<file path="src/pamask_map.vh">
/*
 register map, field positions, reset values and source bit layout of the
 path alarm / AIS-P enable mask bank.
 assumes: included by the pamask design files by bare name.
*/
`ifndef PAMASK_MAP_VH
`define PAMASK_MAP_VH

// register indices; byte address is four times the index
`define PAMASK_IDX_ALM_S0   12'h269
`define PAMASK_IDX_ALM_S1   12'h669
`define PAMASK_IDX_ALM_S2   12'ha69
`define PAMASK_IDX_ALM_S3   12'he69
`define PAMASK_IDX_AISP_S0  12'h26a
`define PAMASK_IDX_AISP_S1  12'h66a
`define PAMASK_IDX_AISP_S2  12'ha6a
`define PAMASK_IDX_AISP_S3  12'he6a
`define PAMASK_IDX_SLICE_LO 10'h269
`define PAMASK_IDX_SLICE_HI 10'h26a
`define PAMASK_IDX_IRQ_STAT 12'h0f0
`define PAMASK_IDX_IRQ_MASK 12'h0f1

// writable field of each mask register (bits 15:14 unused)
`define PAMASK_WR_MASK      16'h3fff
`define PAMASK_RST_VAL      16'h0000

// bit positions of the receive alarm mask
`define PAMASK_ALM_SECT     0
`define PAMASK_ALM_MSECT    1
// bit positions of the AIS-P mask
`define PAMASK_AISP_LAIS    0
`define PAMASK_AISP_MLAIS   1
// positions shared by both masks, except RDI and ERDI, which gate the alarm only
`define PAMASK_LOP          2
`define PAMASK_AISPTR       3
`define PAMASK_PLU          4
`define PAMASK_PLM          5
`define PAMASK_UNEQ         6
`define PAMASK_PDI          7
`define PAMASK_RDI          8
`define PAMASK_ERDI         9
`define PAMASK_TIU          10
`define PAMASK_TIM          11

// interrupt status bits, one alarm and one AIS-P rise per slice
`define PAMASK_IRQ_W        8
`define PAMASK_IRQ_ALM_LSB  0
`define PAMASK_IRQ_AISP_LSB 4

// axi response codes
`define PAMASK_RESP_OKAY    2'b00
`define PAMASK_RESP_SLVERR  2'b10

`endif

</file>
<file path="src/pamask_gate.v">
/*
 one slice: gates the defect and alarm sources by the two masks and ORs them.
 assumes: sources are already synchronised; masks come from the register file.
*/
`timescale 1ns/1ns
`include "pamask_map.vh"

module pamask_gate (
  input  wire        sect_alarm_i,
  input  wire        master_sect_alarm_i,
  input  wire        line_ais_ins_i,
  input  wire        master_line_ais_ins_i,
  input  wire [9:0]  path_defect_i,
  input  wire [15:0] alarm_mask_i,
  input  wire [15:0] aisp_mask_i,
  output wire        alarm_o,
  output wire        aisp_o
);
  // path_defect_i bit k holds the defect of mask bit k+2
  wire [15:0] alm_src;
  wire [15:0] aisp_src;

  assign alm_src  = {4'h0, path_defect_i, master_sect_alarm_i, sect_alarm_i};
  // rdi and erdi do not feed AIS-P; those bits are reserved there
  assign aisp_src = {4'h0, path_defect_i[9:8], 2'b00, path_defect_i[5:0],
                     master_line_ais_ins_i, line_ais_ins_i};

  assign alarm_o = |(alm_src & alarm_mask_i);
  assign aisp_o  = |(aisp_src & aisp_mask_i);
endmodule

</file>
<file path="src/pamask_sync.v">
/*
 two flip-flop synchroniser for a bundle of level inputs.
 assumes: inputs are quasi-static defect levels from outside the clock domain.
*/
`timescale 1ns/1ns
`include "pamask_map.vh"

module pamask_sync #(
  parameter W = 16
) (
  input  wire         clk_sys_i,
  input  wire         reset_n_i,
  input  wire         clk_en_i,
  input  wire [W-1:0] async_i,
  output wire [W-1:0] sync_o
);
  reg [W-1:0] stage1;
  reg [W-1:0] stage2;

  always @(posedge clk_sys_i or negedge reset_n_i) begin
    if (!reset_n_i) begin
      stage1 <= {W{1'b0}};
      stage2 <= {W{1'b0}};
    end else if (clk_en_i) begin
      stage1 <= async_i;
      stage2 <= stage1;
    end
  end

  assign sync_o = stage2;
endmodule

</file>
<file path="src/pamask_top.v">
/*
 path receive alarm and AIS-P enable mask bank, four slices, AXI4-Lite slave,
 with sticky interrupt status on rising alarm and AIS-P requests.
 assumes: defect and alarm inputs arrive asynchronously as levels;
 the bus master keeps at most one write and one read outstanding.
*/
// Added by the designer: the AXI4-Lite register port.
`timescale 1ns/1ns
`include "pamask_map.vh"

// Function
// - master section alarm reaches the alarm output only while its enable is set
// - loss-of-pointer defect reaches the alarm output only while enabled
// - AIS pointer defect reaches the alarm output only while enabled
// - label unstable and label mismatch each gated by its own alarm enable
// - unequipped and payload defect indication each gated by own alarm enable
// - remote and enhanced remote defect each gated by own alarm enable
// - trace unstable and trace mismatch each gated by own alarm enable
// - AIS-P bit 0 gates line AIS insertion into AIS-P generation
// - AIS-P bit 1 gates master line AIS insertion into AIS-P generation
// - AIS-P bits 2 and 3 gate loss-of-pointer and AIS pointer defects
// - AIS-P bits 4 and 5 gate label unstable and label mismatch
// - AIS-P bits 6 and 7 gate unequipped and payload defect indication
// - AIS-P bits 10 and 11 gate trace unstable and trace mismatch
// - each of four slices has its own AIS-P mask at its own address
// - alarm bit 0 gates the receive section alarm into the alarm output
// - each of four slices has its own receive alarm mask register
module pamask_top (
  input  wire        clk_sys_i,
  input  wire        reset_n_i,
  input  wire        clk_en_i,
  input  wire [3:0]  sect_alarm_i,
  input  wire [3:0]  master_sect_alarm_i,
  input  wire [3:0]  line_ais_ins_i,
  input  wire [3:0]  master_line_ais_ins_i,
  input  wire [39:0] path_defect_i,
  output reg  [3:0]  receive_alarm_out_o,
  output reg  [3:0]  aisp_request_o,
  output reg         irq_o,
  input  wire [13:0] s_axi_awaddr,
  input  wire        s_axi_awvalid,
  output reg         s_axi_awready,
  input  wire [31:0] s_axi_wdata,
  input  wire [3:0]  s_axi_wstrb,
  input  wire        s_axi_wvalid,
  output reg         s_axi_wready,
  output reg  [1:0]  s_axi_bresp,
  output reg         s_axi_bvalid,
  input  wire        s_axi_bready,
  input  wire [13:0] s_axi_araddr,
  input  wire        s_axi_arvalid,
  output reg         s_axi_arready,
  output reg  [31:0] s_axi_rdata,
  output reg  [1:0]  s_axi_rresp,
  output reg         s_axi_rvalid,
  input  wire        s_axi_rready
);
  integer i;

  reg  [15:0] alarm_mask [0:3];
  reg  [15:0] aisp_mask  [0:3];
  reg  [`PAMASK_IRQ_W-1:0] irq_stat;
  reg  [`PAMASK_IRQ_W-1:0] irq_mask;

  wire [55:0] src_sync;
  wire [3:0]  next_alarm;
  wire [3:0]  next_aisp;

  // write channel capture
  reg         aw_held;
  reg         w_held;
  reg  [11:0] aw_idx;
  reg  [31:0] w_data;
  reg  [3:0]  w_strb;

  pamask_sync #(
    .W (56)
  ) u_sync (
    .clk_sys_i (clk_sys_i),
    .reset_n_i (reset_n_i),
    .clk_en_i  (clk_en_i),
    .async_i   ({path_defect_i, master_line_ais_ins_i, line_ais_ins_i,
                 master_sect_alarm_i, sect_alarm_i}),
    .sync_o    (src_sync)
  );

  genvar g;
  generate
    for (g = 0; g < 4; g = g + 1) begin : g_slice
      pamask_gate u_gate (
        .sect_alarm_i          (src_sync[g]),
        .master_sect_alarm_i   (src_sync[4+g]),
        .line_ais_ins_i        (src_sync[8+g]),
        .master_line_ais_ins_i (src_sync[12+g]),
        .path_defect_i         (src_sync[16+10*g +: 10]),
        .alarm_mask_i          (alarm_mask[g]),
        .aisp_mask_i           (aisp_mask[g]),
        .alarm_o               (next_alarm[g]),
        .aisp_o                (next_aisp[g])
      );
    end
  endgenerate

  // slice decode: bits 11:10 of the index pick the slice
  function [2:0] idx_decode;
    input [11:0] idx;
    begin
      if (idx[9:0] == `PAMASK_IDX_SLICE_LO)
        idx_decode = 3'b001;
      else if (idx[9:0] == `PAMASK_IDX_SLICE_HI)
        idx_decode = 3'b010;
      else if (idx == `PAMASK_IDX_IRQ_STAT)
        idx_decode = 3'b011;
      else if (idx == `PAMASK_IDX_IRQ_MASK)
        idx_decode = 3'b100;
      else
        idx_decode = 3'b000;
    end
  endfunction

  wire        wr_fire;
  wire [2:0]  wr_sel;
  wire [1:0]  wr_slice;
  wire [15:0] wr_bits;
  wire [15:0] wr_lane;

  assign wr_fire  = aw_held && w_held && !s_axi_bvalid;
  assign wr_sel   = idx_decode(aw_idx);
  assign wr_slice = aw_idx[11:10];
  assign wr_lane  = {{8{w_strb[1]}}, {8{w_strb[0]}}};
  assign wr_bits  = w_data[15:0];

  // sticky events: rising edge of each slice's alarm and AIS-P request
  wire [`PAMASK_IRQ_W-1:0] irq_event;
  wire [`PAMASK_IRQ_W-1:0] irq_clr;

  assign irq_event = {next_aisp & ~aisp_request_o, next_alarm & ~receive_alarm_out_o};
  assign irq_clr   = (wr_fire && wr_sel == 3'b011 && w_strb[0]) ? w_data[`PAMASK_IRQ_W-1:0]
                                                                 : {`PAMASK_IRQ_W{1'b0}};

  always @(posedge clk_sys_i or negedge reset_n_i) begin
    if (!reset_n_i) begin
      receive_alarm_out_o <= 4'h0;
      aisp_request_o      <= 4'h0;
      irq_stat            <= {`PAMASK_IRQ_W{1'b0}};
      irq_o               <= 1'b0;
    end else if (clk_en_i) begin
      receive_alarm_out_o <= next_alarm;
      aisp_request_o      <= next_aisp;
      // set wins over a clear in the same cycle
      irq_stat            <= (irq_stat & ~irq_clr) | irq_event;
      irq_o               <= |(irq_stat & irq_mask);
    end
  end

  // write path
  always @(posedge clk_sys_i or negedge reset_n_i) begin
    if (!reset_n_i) begin
      aw_held       <= 1'b0;
      w_held        <= 1'b0;
      aw_idx        <= 12'h000;
      w_data        <= 32'h0000_0000;
      w_strb        <= 4'h0;
      s_axi_awready <= 1'b0;
      s_axi_wready  <= 1'b0;
      s_axi_bvalid  <= 1'b0;
      s_axi_bresp   <= `PAMASK_RESP_OKAY;
      irq_mask      <= {`PAMASK_IRQ_W{1'b0}};
      for (i = 0; i < 4; i = i + 1) begin
        alarm_mask[i] <= `PAMASK_RST_VAL;
        aisp_mask[i]  <= `PAMASK_RST_VAL;
      end
    end else if (clk_en_i) begin
      s_axi_awready <= !aw_held && !s_axi_awready && !s_axi_bvalid;
      s_axi_wready  <= !w_held && !s_axi_wready && !s_axi_bvalid;
      if (s_axi_awvalid && s_axi_awready) begin
        aw_held       <= 1'b1;
        aw_idx        <= s_axi_awaddr[13:2];
        s_axi_awready <= 1'b0;
      end
      if (s_axi_wvalid && s_axi_wready) begin
        w_held       <= 1'b1;
        w_data       <= s_axi_wdata;
        w_strb       <= s_axi_wstrb;
        s_axi_wready <= 1'b0;
      end
      if (wr_fire) begin
        aw_held      <= 1'b0;
        w_held       <= 1'b0;
        s_axi_bvalid <= 1'b1;
        s_axi_bresp  <= (wr_sel == 3'b000) ? `PAMASK_RESP_SLVERR : `PAMASK_RESP_OKAY;
        // bits 13:12 are stored as written, bits 15:14 never; software keeps reserved bits zero
        case (wr_sel)
          3'b001: begin
            alarm_mask[wr_slice] <= (alarm_mask[wr_slice] & ~(wr_lane & `PAMASK_WR_MASK))
                                  | (wr_bits & wr_lane & `PAMASK_WR_MASK);
          end
          3'b010: begin
            aisp_mask[wr_slice] <= (aisp_mask[wr_slice] & ~(wr_lane & `PAMASK_WR_MASK))
                                 | (wr_bits & wr_lane & `PAMASK_WR_MASK);
          end
          3'b100: begin
            if (w_strb[0])
              irq_mask <= w_data[`PAMASK_IRQ_W-1:0];
          end
          default: begin
          end
        endcase
      end
      if (s_axi_bvalid && s_axi_bready)
        s_axi_bvalid <= 1'b0;
    end
  end

  // read path
  always @(posedge clk_sys_i or negedge reset_n_i) begin
    if (!reset_n_i) begin
      s_axi_arready <= 1'b0;
      s_axi_rvalid  <= 1'b0;
      s_axi_rdata   <= 32'h0000_0000;
      s_axi_rresp   <= `PAMASK_RESP_OKAY;
    end else if (clk_en_i) begin
      s_axi_arready <= !s_axi_arready && !s_axi_rvalid;
      if (s_axi_arvalid && s_axi_arready) begin
        s_axi_arready <= 1'b0;
        s_axi_rvalid  <= 1'b1;
        s_axi_rresp   <= (idx_decode(s_axi_araddr[13:2]) == 3'b000) ? `PAMASK_RESP_SLVERR
                                                                    : `PAMASK_RESP_OKAY;
        case (idx_decode(s_axi_araddr[13:2]))
          3'b001:  s_axi_rdata <= {16'h0000, alarm_mask[s_axi_araddr[13:12]]};
          3'b010:  s_axi_rdata <= {16'h0000, aisp_mask[s_axi_araddr[13:12]]};
          3'b011:  s_axi_rdata <= {24'h000000, irq_stat};
          3'b100:  s_axi_rdata <= {24'h000000, irq_mask};
          default: s_axi_rdata <= 32'h0000_0000;
        endcase
      end
      if (s_axi_rvalid && s_axi_rready)
        s_axi_rvalid <= 1'b0;
    end
  end
endmodule
</file>
<file path="config.mk">
export PLATFORM = sky130hd
export DESIGN_NAME = pamask_top
export DESIGN_NICKNAME = d
export VERILOG_FILES = /design/src/pamask_gate.v /design/src/pamask_sync.v /design/src/pamask_top.v
export VERILOG_INCLUDE_DIRS = /design/src
export SDC_FILE = /design/constraint.sdc
export NUM_CORES = 1
export LEC_CHECK = 0
export BUFFER_PORTS_ARGS = -buffer_cell sky130_fd_sc_hd__buf_4
export CAP_MARGIN = 20
export CORE_MARGIN = 5
export CORE_UTILIZATION = 63
export DETAILED_ROUTE_END_ITERATION = 8
export GPL_TIMING_DRIVEN = 0
export PLACE_DENSITY = 0.85
export SETUP_SLACK_MARGIN = 0.3
export SLEW_MARGIN = 10
export SYNTH_ARGS = -nofsm -noshare
export SYNTH_HDL_FRONTEND = slang
export SYNTH_SLANG_ARGS = --single-unit
</file>
<file path="constraint.sdc">
create_clock -name clk_sys_i -period 4.8 [get_ports clk_sys_i]
set_input_delay 0.24 -clock clk_sys_i [delete_from_list [all_inputs] [get_ports clk_sys_i]]
set_output_delay 0.24 -clock clk_sys_i [all_outputs]
set_load 0.05 [all_outputs]
</file>
## Word level (Yosys, flattened, before mapping)

Cells that the tools add are included.

- Bits in registers: 336

- Order comparisons: 3
- Reduce and logical (&&, ||, !) cells: 48
- Mux-type cells: 41
- Eq/ne operators: 16
- Bitwise gates (word level): 24

Operators by type and width:

| kind | count |
|---|---|
| 16-bit two-way mux | 9 |
| 12-bit by 16-bit AND with 16-bit output | 8 |
| 16-bit binary-select mux with 2-bit select | 4 |
| 64-bit bitwise mux | 2 |
| 16-bit OR reduction | 8 |
| 16-bit case mux with 4 select lines | 1 |
| 12-bit by 8-bit equality test with 1-bit output, second input constant | 4 |
| 10-bit equality test, second input constant | 4 |
| 16-bit AND | 2 |
| 16-bit demux with 2-bit select | 1 |
| 16-bit by 14-bit OR with 16-bit output | 2 |
| 3-bit two-way mux | 10 |
| 8-bit AND | 2 |
| 14-bit NOT with 16-bit output | 1 |
| 2-bit AND reduction | 8 |
| 1-bit logical AND | 15 |
| 14-bit AND | 1 |
| 3-bit by 2-bit equality test with 1-bit output, second input constant | 4 |
| 1-bit two-way mux | 11 |
| 4-bit AND | 2 |
| 8-bit two-way mux | 1 |
| 4-bit NOT | 2 |
| 8-bit NOT | 1 |
| 8-bit OR | 1 |
| 12 further kinds | 28 |

## Logic depth before layout (Yosys ltp)

Gate-level depths: netlist of run 1.

- Word-level depth: 12
- Depth in mapped cells: 7

## By module

A second synthesis of run 1 with hierarchy kept.

- Cells, all modules: 1143
- Area total of the unflattened synthesis: 14664.1 um^2

Modules (own cells, without submodules):

| module | area each (um^2) | instances | cells an instance | seq. area each (um^2) |
|---|---|---|---|---|
| pamask_top | 9967.1 | 1 | 855 | 5154.9 |
| pamask_sync | 4176.5 | 1 | 236 | 2802.7 |
| pamask_gate | 130.1 | 4 | 13 | 0.0 |

## Worst setup path before layout of run 1

Ideal clock, no wire load.

- Kind: reg-to-reg
- From: register s_axi_bvalid
- To: register aisp_mask[20] in the netlist's numbering
- Cell stages (with the launch flop): 7
- Slack: 2.478 ns
- Arrival time: 2.197 ns
- Cells stage by stage: dfrtp_1 -> and4b_1 -> buf_2 -> nand2_1 -> nor4_4 -> buf_2 -> mux2_2

- Cells in the longest elaborated chain, start to end: 3

Ends and longest elaborated chain:

| what | RTL line | source |
|---|---|---|
| start: declaration | pamask_top.v:48 | `output reg s_axi_bvalid,` |
| start signal: assignment | pamask_top.v:166 | `s_axi_bvalid <= 1'b0;` |
| start signal: assignment | pamask_top.v:190 | `s_axi_bvalid <= 1'b1;` |
| start signal: assignment | pamask_top.v:211 | `s_axi_bvalid <= 1'b0;` |
| 1-bit zero test | pamask_top.v:127 | `assign wr_fire = aw_held && w_held && !s_axi_bvalid;` |
| 1-bit logical AND | pamask_top.v:127 |  |
| 3-bit AND reduction (no source line) | -- |  |
| end signal: indexed assignment | pamask_top.v:171 | `` aisp_mask[i] <= `PAMASK_RST_VAL; `` |
| end signal: indexed assignment | pamask_top.v:199 | `` aisp_mask[wr_slice] <= (aisp_mask[wr_slice] & ~(wr_lane & `PAMASK_WR_MASK)) `` |
| end: declaration | pamask_top.v:61 | `reg [15:0] aisp_mask [0:3];` |

Every way passes these cells.
A chain may end at the register's enable or synchronous reset.

## Worst setup path after layout of run 1

- From: register aw_idx[4]
- To: register alarm_mask[40] in the netlist's numbering

- Cells in the longest elaborated chain, start to end: 7
- Elaborated cells between the ends (all ways): 10

Ends and longest elaborated chain:

| what | RTL line | source |
|---|---|---|
| start: declaration | pamask_top.v:72 | `reg [11:0] aw_idx;` |
| start signal: assignment | pamask_top.v:178 | `aw_idx <= s_axi_awaddr[13:2];` |
| 12-bit by 8-bit equality test with 1-bit output (no source line) | -- |  |
| 3-bit two-way mux | pamask_top.v:114 | `` else if (idx == `PAMASK_IDX_IRQ_MASK) `` |
| 3-bit two-way mux | pamask_top.v:112 | `` else if (idx == `PAMASK_IDX_IRQ_STAT) `` |
| 3-bit two-way mux | pamask_top.v:110 | `` else if (idx[9:0] == `PAMASK_IDX_SLICE_HI) `` |
| 3-bit two-way mux * | pamask_top.v:108 | `` if (idx[9:0] == `PAMASK_IDX_SLICE_LO) `` |
| 3-bit by 1-bit equality test with 1-bit output * | pamask_top.v:193 | `case (wr_sel)` |
| 3-bit AND reduction (no source line) * | -- |  |
| end signal: indexed assignment | pamask_top.v:170 | `` alarm_mask[i] <= `PAMASK_RST_VAL; `` |
| end signal: indexed assignment | pamask_top.v:195 | `` alarm_mask[wr_slice] <= (alarm_mask[wr_slice] & ~(wr_lane & `PAMASK_WR_MASK)) `` |
| end: declaration | pamask_top.v:60 | `reg [15:0] alarm_mask [0:3];` |

Every way passes the cells marked *; elsewhere a longest branch is shown, timed or not.

==> results of run 1 <==
==> routing by layer <==
metal | track usage [%] | vias up | wire (um)
met3 | 7.112 | 144 | 4199
met2 | 52.72 | 682 | 20530
met4 | 13.76 | 0 | 1980
li1 | - | 4342 | -
met5 | 0 | - | 0
met1 | 43.78 | 5323 | 16070
==> placed cells by master (no fill, tap or decap), types with 25 or more instances in the layout <==
cell type and instances:
clkbuf_1 54, o21ai_1 28, dfrtp_1 318, a22oi_1 27, nand2_1 25, dlygate4sd3_1 86
mux2_2 226, clkbuf_16 37, buf_4 152, a221oi_1 26, inv_1 33, mux4_2 60
==> critical path: stages, from the launching register on <==
cell,delay [ps]
dfrtp_1,410
nor4b_4,520
nand4b_4,240
nor3_2,650
buf_2,390
mux2_2,390
==> repair_timing <==
action	in CTS	in global routing
endpoints found under the setup margin	0	0
hold endpoints to repair	125	0
setup buffers	0	0
hold buffers	86	0
==> Yosys cell counts, types with 20 or more instances <==
cell / n
o21ai_1: 28
nand2_1: 25
mux4_2: 60
a221oi_1: 26
mux2_4: 20
mux2_2: 226
clkbuf_1: 45
dfrtp_1: 318
nor2_1: 22
inv_1: 33
a22oi_1: 27
==> path summary, 6_finish.rpt <==
check,depth (start not counted),slack [ps],to
hold reg to reg,1,450,aisp_mask[30]
setup reg to reg,5,2070,alarm_mask[40]
hold / removal,3,50,s_axi_bvalid
max in group asynchronous,3,3710,aisp_mask[45]
min in group asynchronous,2,220,u_sync.sync_o[32]
setup / recovery,5,2070,alarm_mask[40]
==> area by class of cell <==
type,instances,share of cell area (%)
flip-flops and latches,318,43.44
repair buffers,225,10.75
clock buffers,53,5.765
plain buffers,89,2.397
inverters,33,0.6762
well taps,319,2.179
multi-input cells,595,34.27
clock inverters,8,0.5191
==> power groups by stage <==
stage / registers (uW) / clock network (uW) / logic, uW
floorplan: 3440 / 0 / 894
global placement: 3340 / 0 / 1570
detailed placement: 3350 / 0 / 1620
CTS: 3310 / 2690 / 1700
global route: 3350 / 2810 / 1840
finish: 3330 / 2690 / 1730
==> sequential cells by signal, summed over array words and instances (netlist names), 2 cells and up <==
name	flops
aisp_mask	64
alarm_mask	64
u_sync.stage1	56
u_sync.sync_o	56
s_axi_rdata	16
w_data	14
aw_idx	12
irq_mask	8
irq_stat	8
aisp_request_o	4
receive_alarm_out_o	4
w_strb	2
==> through the flow <==
step | utilization [%] | power (uW) | std cells
finish | 78.75 | 7743 | 1640
detailed placement | 70.08 | 4968 | 1492
CTS | 78.73 | 7698 | 1639
global route | 78.75 | 7999 | 1640
floorplan | - | 4336 | 1035
global placement | 69.57 | 4909 | 1487
==> kinds of logic after synthesis <==
kind of cell,count (synthesis),share of synthesized area [%]
DFF,318,54.05
buffers and inverters,122,3.824
and+or+nand+nor,110,5.320
AOI/OAI and AO/OA,144,6.986
muxes,323,29.80
other,1,0.02547
==> summary.txt, run 1 <==
outcome: finished clean
# IOs: 178
Clock Latency Late Sink: 510 ps
area of the multi-input gates: 6279 um2
CP startpoint kind: flop
Worst EP arrival: 3110 ps
Fin Setup TNS: 0 ps
fillers: 1289
Initial Util: 63.29%
post-synth top area share: 54.05%
Required @ worst endpoint: 5190 ps
Async SR Flop Fraction: 100.0%
pre-CTS WS: 2079 ps
TritonCTS Sinks: 318
Tcrit/Tclk final: 56.79%
P_int: 5293 uW
total track usage: 32.74%
Synth area leader: dfrtp_1
TritonCTS clock tree: yes
Setup-failing EPs final: 0
die area: 26530 um2
DP HPWL: 28.34 mm
switching share of power: 31.63%
hold path start: s_axi_bready
first-pass GRT wire length: 65.51 mm
maximum clock rate: 366.8 MHz
worst hold slack: 49.42 ps
Post-synth EDFFs: 0
Port Buffers: 133
Final min period: 2726 ps
Clock Skews: 11.39 ps
via count: 10490
Crit Path Class: reg -> reg
root buf cell: clkbuf_16
sequential fraction of the synthesis area: 54.05%
DRC Markers: 0
fin. max-slew vios: 0
Post-Syn Instances: 1018
Final Wtd Congestion: 0.9467
post-synthesis cell type count: 51
Clk pin slew, worst setup/hold paths: 60 ps
grt total ovfl: 0
Worst Setup End Kind: flop
Diodes inserted: 0
Top FF cell, synth: dfrtp_1
#FFs+latches synth: 318
Area growth syn-to-layout: 24.42%
sequential cell area: 7958 um2
sw power: 2449 uW
largest net degree at the start of global routing: 107
core area: 23260 um2
fin worst setup slack: 2074 ps
placed instance area: 16300 um2
WL final: 42.78 mm
PwrDens: 422.7 nW/um2
Clk pwr share: 34.7%
sequential share of power: 43.0%
WL per Instance: 26.09 um
Leakage: 0.008213 uW
Core Rows: 56
r2r startpoint: aw_idx[4]
vias in the first global route: 10950
HP Class: in -> reg
initial antenna violation count: 0
Die W: 162.9 um
RSZ-0062 raised after global routing: no
Mean Syn Cell Area: 14.46 um2
top post-synthesis cells by area: dfrtp_1, mux2_2, mux4_2
max-slew headroom at the worst pin: 25.47%
DR pass1 iterations: 6
yosys warns: 0
final instance area: 18320 um2
Num CTS Buffers: 34
layout cell share with drive strength beyond 1: 41.56%
Slew @ Worst Pin: 1108 ps
mapped cell area: 14720 um2
post-route ant nets: 0
VDD IR-drop max: 0.3190 mV
Critical Path Source: aw_idx[4]
Max-Cap Viols: 0
critical path fanouts, max: 10
Avg Vias per Cell: 6.397
combinational power share: 22.3%
CTS max path bufs: 3
Die Y: 162.9 um
H-tree depth: 2
post_cts resized: 0
nets: 1424
1st-iter DRT viols: 1191
Hold Vio Cnt, Final: 0
No activity file was read; power rests on OpenSTA's default activity.
==> inputs of run 2 (changes only) <==
--- a/config.mk
+++ b/config.mk
@@ -6,13 +6,14 @@
 export SDC_FILE = /design/constraint.sdc
 export NUM_CORES = 1
 export LEC_CHECK = 0
+export ABC_AREA = 1
 export BUFFER_PORTS_ARGS = -buffer_cell sky130_fd_sc_hd__buf_4
 export CAP_MARGIN = 20
 export CORE_MARGIN = 5
-export CORE_UTILIZATION = 63
+export CORE_UTILIZATION = 53
 export DETAILED_ROUTE_END_ITERATION = 8
 export GPL_TIMING_DRIVEN = 0
-export PLACE_DENSITY = 0.85
+export PLACE_DENSITY = 0.76
 export SETUP_SLACK_MARGIN = 0.3
 export SLEW_MARGIN = 10
 export SYNTH_ARGS = -nofsm -noshare
==> constraint.sdc (replaced) <==
create_clock -name clk_sys_i -period 2.46 [get_ports clk_sys_i]
set_input_delay 0.123 -clock clk_sys_i [delete_from_list [all_inputs] [get_ports clk_sys_i]]
set_output_delay 0.123 -clock clk_sys_i [all_outputs]
set_load 0.05 [all_outputs]
==> run 2 against run 1 <==
Effect of this change: critical path depth increased by 2; hold slack gained 4.7 ps; routed wire length rose by 29%; final area grew 5.3%; global-route usage increased by 0.45 points; die area increased by 25%; sequential share of layout area is 2.2 points lower; worst setup slack lost 1600 ps; register-to-register slack worse by 1600 ps; via count up 44%.
==> summary.txt, run 2 <==
sw power: 5063 uW (+110%)
Clk pwr share: 35.4% (+0.7 points)
nets: 2514 (+77%)
r2r worst-path depth: 7 (+2)
Die Y: 181.9 um (+12%)
biggest regs: aisp_mask (64), alarm_mask (64)
TritonCTS clock tree: yes
top post-synthesis cells by area: dfrtp_1, nand2_1, inv_1
Mean Syn Cell Area: 7.433 um2 (-49%)
Core Rows: 63 (+13%)
Num CTS Buffers: 36 (+5.9%)
sequential share of power: 41.0% (-2.0 points)
Initial Util: 53.29% (-10 points)
TritonCTS Sinks: 318 (unchanged)
H-tree depth: 2 (unchanged)
most numerous cell in the Yosys netlist: nand2_1
combinational power share: 23.6% (+1.3 points)
Hold Vio Cnt, Final: 0 (unchanged)
critical path fanouts, max: 8 (-2)
Setup-failing EPs final: 0 (unchanged)
Post-Syn Instances: 2108 (+110%)
post-synth top area share: 50.79% (-3.3 points)
#FFs+latches synth: 318 (unchanged)
WHS Endpoint: s_axi_arready
worst reg2reg path endpoint: irq_mask[5]
DR pass1 iterations: 6 (unchanged)
DRC Markers: 0 (unchanged)
hold path start: clk_en_i
CP startpoint kind: flop
grt met1 use: 44.96% (+1.2 points)
Clk pin slew, worst setup/hold paths: 70 ps (about the same)
vias in the first global route: 14760 (+35%)
routing usage on met2: 55.22% (+2.5 points)
VDD IR-drop max: 0.6133 mV (+92%)
r2r startpoint: aw_idx[11]
Clock Latency Late Sink: 520 ps (about the same)
Avg Vias per Cell: 5.411 (-15%)
PwrDens: 772.0 nW/um2 (+83%)
Tcrit/Tclk final: 81.53% (+25 points)
final core utilization: 65.64% (-13 points)
via count: 15150 (+44%)
layout cell share with drive strength beyond 1: 12.49% (-29 points)
initial antenna violation count: 0 (unchanged)
CTS max path bufs: 3 (unchanged)
grt total ovfl: 0 (unchanged)
DP HPWL: 40.95 mm (+45%)
most frequent cells in the layout: nand2_1, dfrtp_1, buf_4, inv_1, o21ai_0
Crit Path Class: reg -> reg
fillers: 2476 (+92%)
die area: 33100 um2 (+25%)
Die W: 181.9 um (+12%)
Required @ worst endpoint: 2920 ps (-2270 ps)
Async SR Flop Fraction: 100.0% (unchanged)
RSZ-0062 raised after global routing: no
Top FF cell, synth: dfrtp_1
Clock Skews: 11.47 ps (+0.07950 ps)
sequential fraction of the synthesis area: 50.79% (-3.3 points)
outcome: finished clean
switching share of power: 33.98% (+2.3 points)
max-slew headroom at the worst pin: 45.82% (+20 points)
maximum clock rate: 498.6 MHz (+36%)
largest net degree at the start of global routing: 114 (+6.5%)
met3 usage: 4.006% (-3.1 points)
mapped cell area: 15670 um2 (+6.4%)
WL per Instance: 19.70 um (-24%)
Final min period: 2006 ps (-720.4 ps)
post-synthesis cell type count: 33 (-35%)
1st-iter DRT viols: 1628 (+37%)
Port Buffers: 134 (+0.75%)
synth cell count leaders: nand2_1, dfrtp_1, inv_1
Most Crowded Layer GR: met2
# IOs: 178 (unchanged)
post-route ant nets: 0 (unchanged)
root buf cell: clkbuf_16
Max-Cap Viols: 0 (unchanged)
core area: 29400 um2 (+26%)
Slew @ Worst Pin: 812.7 ps (-295.7 ps)
WL final: 55.16 mm (+29%)
HP Class: in -> reg
critical path cell sequence: nor2_2 -> nand3_1 -> nor2_1 -> nand3_1 -> nor3_2 -> nand2_1 -> nand2_1
Post-synth EDFFs: 0 (unchanged)
P_int: 9836 uW (+86%)
yosys warns: 0 (unchanged)
CP max-delay cell: nor3_2
Hold Path Depth: 4 (+1)
fin. max-slew vios: 0 (unchanged)
r2r setup slk: 450 ps (-1620 ps)
Final Wtd Congestion: 0.9718 (+2.7%)
Synth area leader: dfrtp_1
commonest non-fill, non-tap cell in the layout: nand2_1
CP max stage delay: 580 ps (-70 ps)
Diodes inserted: 0 (unchanged)
Total Power: 14900 uW (+92%)
Worst Setup End Kind: flop
Leakage: 0.01015 uW (+24%)
Area growth syn-to-layout: 23.17%
total track usage: 33.19% (+0.45 points)
Worst EP arrival: 2470 ps (-640 ps)
first-pass GRT wire length: 84.85 mm (+30%)
## run 2: cell count changes in the layout (fill, tap and decap cells not counted), moves of 60 or more
cell,change
nand2_1,+973
mux2_2,-223
inv_1,+128
o21ai_0,+102
nand3_1,+100
nor2_1,+83
mux4_2,-60
## run 2: per-stage QoR
step	instances	setup slack (ps)	hold slack (ps)	area [um2]	setup TNS, ps
after floorplan	2125	742.0	-172.6	15730	0
after global placement	2649	-1615	325.2	17230	-503390
after detailed placement	2651	399.2	219.0	17290	0
after CTS	2800	367.5	21.02	19300	0
after global routing	2800	330.6	87.80	19300	0
final	2800	454.3	54.17	19300	0
## run 2: critical path, delay by kind of cell, from the launching register on
| family | cells | cell delay, ps |
|---|---|---|
| and+or+nand+nor | 7 | 1530 |
| DFF | 1 | 430 |
## run 2: power by group through the flow
| stage | clock network (uW) | registers [uW] | logic [uW] |
|---|---|---|---|
| 3_3_place_gp | 0 | 6170 | 3250 |
| 3_5_place_dp | 0 | 6180 | 3330 |
| 2_1_floorplan | 0 | 6280 | 1870 |
| 5_1_grt | 5530 | 6160 | 3790 |
| 4_1_cts | 5320 | 6100 | 3450 |
| 6_report | 5280 | 6110 | 3510 |
## run 2: worst max path at each step
| stage | slack, ps | startpoint | cells after the start | endpoint |
|---|---|---|---|---|
| final | 450 | aw_idx[11] | 7 | irq_mask[5] |
| after global placement | -1620 | reset_n_i | 1 | u_sync.stage1[0] |
| after detailed placement | 400 | s_axi_bvalid | 8 | irq_stat[1] |
| after floorplan | 740 | s_axi_bvalid | 8 | irq_stat[2] |
| after CTS | 370 | s_axi_bvalid | 8 | irq_stat[1] |
| after global routing | 330 | aw_idx[11] | 7 | irq_mask[5] |
## run 2: logic make-up (layout without fill, tap and decap cells)
family                 after synthesis  after routing  synth area share [%]
AOI/OAI and AO/OA                  209            209                 7.131
buffers and inverters              303            588                 8.936
DFF                                318            318                 50.79
muxes                                3              3                0.2156
other                                1             18               0.02393
and+or+nand+nor                   1274           1274                 32.91
## run 2: repair_timing
action,in CTS,in global routing
resized for setup,0,1
hold endpoints to repair,180,0
setup buffers,0,0
setup endpoints to repair,0,5
hold buffers,87,0
## run 2: final cells by class
type	count	area [um2]	share of cell area [%]
buffer	128	733.2	3.799
clock buffer	53	1036	5.368
clock inverter	9	100.1	0.5187
inverter	175	666.9	3.456
multi-input combinational	1504	6377	33.05
sequential	318	7958	41.23
tap	390	488.0	2.529
timing repair buffer	223	1939	10.05
## run 2: routing by layer
layer,wire (um),vias up,part of all wire (%)
li1,-,7071,-
met1,22550,7254,41
met2,26310,683,48
met3,3973,142,7.2
met4,2320,0,4.2
met5,0,-,0
==> inputs of run 3 (changes only) <==
==> constraint.sdc (replaced) <==
create_clock -name clk_sys_i -period 1.7 [get_ports clk_sys_i]
set_input_delay 0.085 -clock clk_sys_i [delete_from_list [all_inputs] [get_ports clk_sys_i]]
set_output_delay 0.085 -clock clk_sys_i [all_outputs]
set_load 0.05 [all_outputs]
==> run 3 against run 2 <==
Effect of this change: the flow now finishes with violations (negative hold slack, negative setup slack); routed wire length increased by 8.0%; sequential share of layout area decreased by 3.7 points; sequential cell count unchanged; maximum frequency increased by 13%; worst setup slack got worse by 530 ps; critical endpoint is now alarm_mask[10]; highest routed layer unchanged.
==> summary.txt, run 3 (synthesis results as in run 2) <==
Num CTS Buffers: 37 (+2.8%)
RSZ-0062 raised after global routing: yes
Die W: 181.9 um (unchanged)
VDD IR-drop max: 1.067 mV (+74%)
biggest regs: aisp_mask (64), alarm_mask (64)
initial antenna violation count: 0 (unchanged)
Worst Setup End Kind: flop
die area: 33100 um2 (unchanged)
root buf cell: clkbuf_16
Hold Vio Cnt, Final: 125 (+125)
total track usage: 34.16% (+0.97 points)
layout cell share with drive strength beyond 1: 24.84% (+12 points)
Clk pwr share: 34.9% (-0.5 points)
hold_buf cts: 87 (unchanged)
Max-Cap Viols: 0 (unchanged)
sequential share of power: 37.3% (-3.7 points)
fin. max-slew vios: 0 (unchanged)
sw power: 8188 uW (+62%)
nets: 2594 (+3.2%)
Setup-failing EPs final: 65 (+65)
max-slew headroom at the worst pin: 50.99% (+5.2 points)
Area growth syn-to-layout: 35.64%
failing checks: negative hold slack, negative setup slack
via count: 15930 (+5.1%)
worst hold slack: -489.0 ps (-543.2 ps)
largest net degree at the start of global routing: 100 (-12%)
Avg Vias per Cell: 5.526 (+2.1%)
worst reg2reg path endpoint: alarm_mask[10]
post-route ant nets: 0 (unchanged)
Clk pin slew, worst setup/hold paths: 60 ps (about the same)
HP Class: in -> async
WL final: 59.58 mm (+8.0%)
CTS max path bufs: 3 (unchanged)
switching share of power: 33.96% (about the same)
Worst EP arrival: 2180 ps (-290 ps)
DRC Markers: 0 (unchanged)
Slew @ Worst Pin: 735.1 ps (-77.66 ps)
1st-iter DRT viols: 1740 (+6.9%)
Final Wtd Congestion: 0.9898 (+1.9%)
WL per Instance: 20.67 um (+4.9%)
Port Buffers: 134 (unchanged)
final core utilization: 72.28% (+6.6 points)
Diodes inserted: 0 (unchanged)
outcome: complete, but fails checks
commonest non-fill, non-tap cell in the layout: nand2_1
Leakage: 0.01086 uW (+7.0%)
H-tree depth: 2 (unchanged)
vias in the first global route: 15230 (+3.2%)
fin worst setup slack: -71.68 ps (-526.0 ps)
Clock Skews: 15.60 ps (+4.134 ps)
Core Rows: 63 (unchanged)
final instance area: 21250 um2 (+10%)
TritonCTS Sinks: 318 (unchanged)
DR pass1 iterations: 6 (unchanged)
sequential cell area: 7980 um2 (+0.28%)
TritonCTS clock tree: yes
Tcrit/Tclk final: 104.2% (+23 points)
placed instance area: 17340 um2 (+0.27%)
combinational power share: 27.8% (+4.2 points)
r2r worst-path depth: 11 (+4)
r2r startpoint: aw_idx[0]
r2r setup slk: -70 ps (-530 ps)
# IOs: 178 (unchanged)
CP startpoint kind: flop
Crit Path Class: reg -> reg
grt total ovfl: 0 (unchanged)
first-pass GRT wire length: 87.31 mm (+2.9%)
DP HPWL: 40.59 mm (-0.88%)
Clock Latency Late Sink: 520 ps (about the same)
Initial Util: 53.29% (unchanged)
Die Y: 181.9 um (unchanged)
Required @ worst endpoint: 2110 ps (-810 ps)
critical path fanouts, max: 5 (-3)
fillers: 2240 (-9.5%)
PwrDens: 1135 nW/um2 (+47%)
P_int: 15920 uW (+62%)
most frequent cells in the layout: nand2_1, dfrtp_1, buf_4, inv_1, nand2_2
Total Power: 24110 uW (+62%)
area of the multi-input gates: 7078 um2 (+11%)
core area: 29400 um2 (unchanged)
Final min period: 1772 ps (-234.0 ps)
maximum clock rate: 564.4 MHz (+13%)
run 3: what timing repair did:
item                                   4_1_cts  5_1_grt
setup endpoints to repair                  161      171
gates cloned                                 3        5
endpoints found under the hold margin      165       67
pin swaps                                   46       66
gates resized for setup                    138      216
setup buffers                               44       26
run 3: final cells by class:
type                            count  area share (%)
Clock inverter                     13          0.9420
Multi-Input combinational cell   1504           33.30
Buffer                            128           4.045
Clock buffer                       52           5.104
Tap cell                          390           2.296
Timing Repair Buffer              302           13.45
Inverter                          175           3.314
Sequential cell                   318           37.55
run 3: worst max path at each step:
stage | from | endpoint | cells past startpoint
detailed placement | aw_idx[11] | irq_mask[2] | 7
floorplan | s_axi_bvalid | alarm_mask[24] | 9
global route | aw_idx[1] | aisp_mask[6] | 10
finish | aw_idx[0] | alarm_mask[10] | 11
CTS | aw_idx[10] | irq_mask[5] | 8
global placement | reset_n_i | s_axi_awready | 1
run 3: worst max-delay path: stages, from the launching register on:
cell	delay [ps]
dfrtp_2	430
inv_2	80
nor2_4	100
nand3_2	100
nor2_2	170
nand3_4	150
nor2_4	160
buf_6	140
inv_8	40
buf_8	130
nand2_1	90
nand2_2	60
run 3: stage by stage:
| step | TNS (ps) | setup WS, ps | cells | hold slack (ps) |
|---|---|---|---|---|
| after floorplan | 0 | 102.8 | 2125 | -210.6 |
| after global placement | -747050 | -2705 | 2649 | 288.8 |
| after detailed placement | -13250 | -405.1 | 2652 | 69.90 |
| after CTS | 0 | 18.07 | 2851 | -465.8 |
| after global routing | -10520 | -156.0 | 2882 | -442.4 |
| final | -2126 | -71.68 | 2882 | -489.0 |
run 3: metal layers:
metal  track usage [%]  share of wire (%)  wire (um)
met5                 0                  0          0
met4             16.54                6.3       3783
met3             5.068                8.3       4928
met2             56.04                 47      27900
met1             44.71                 39      22970
run 3: power groups by stage:
stage               registers [uW]  logic [uW]  clock network, uW
detailed placement            8970        4790                  0
floorplan                     9100        2730                  0
global placement              8930        4690                  0
global route                  9050        7080               8790
CTS                           8890        5590               8450
finish                        9000        6700               8410
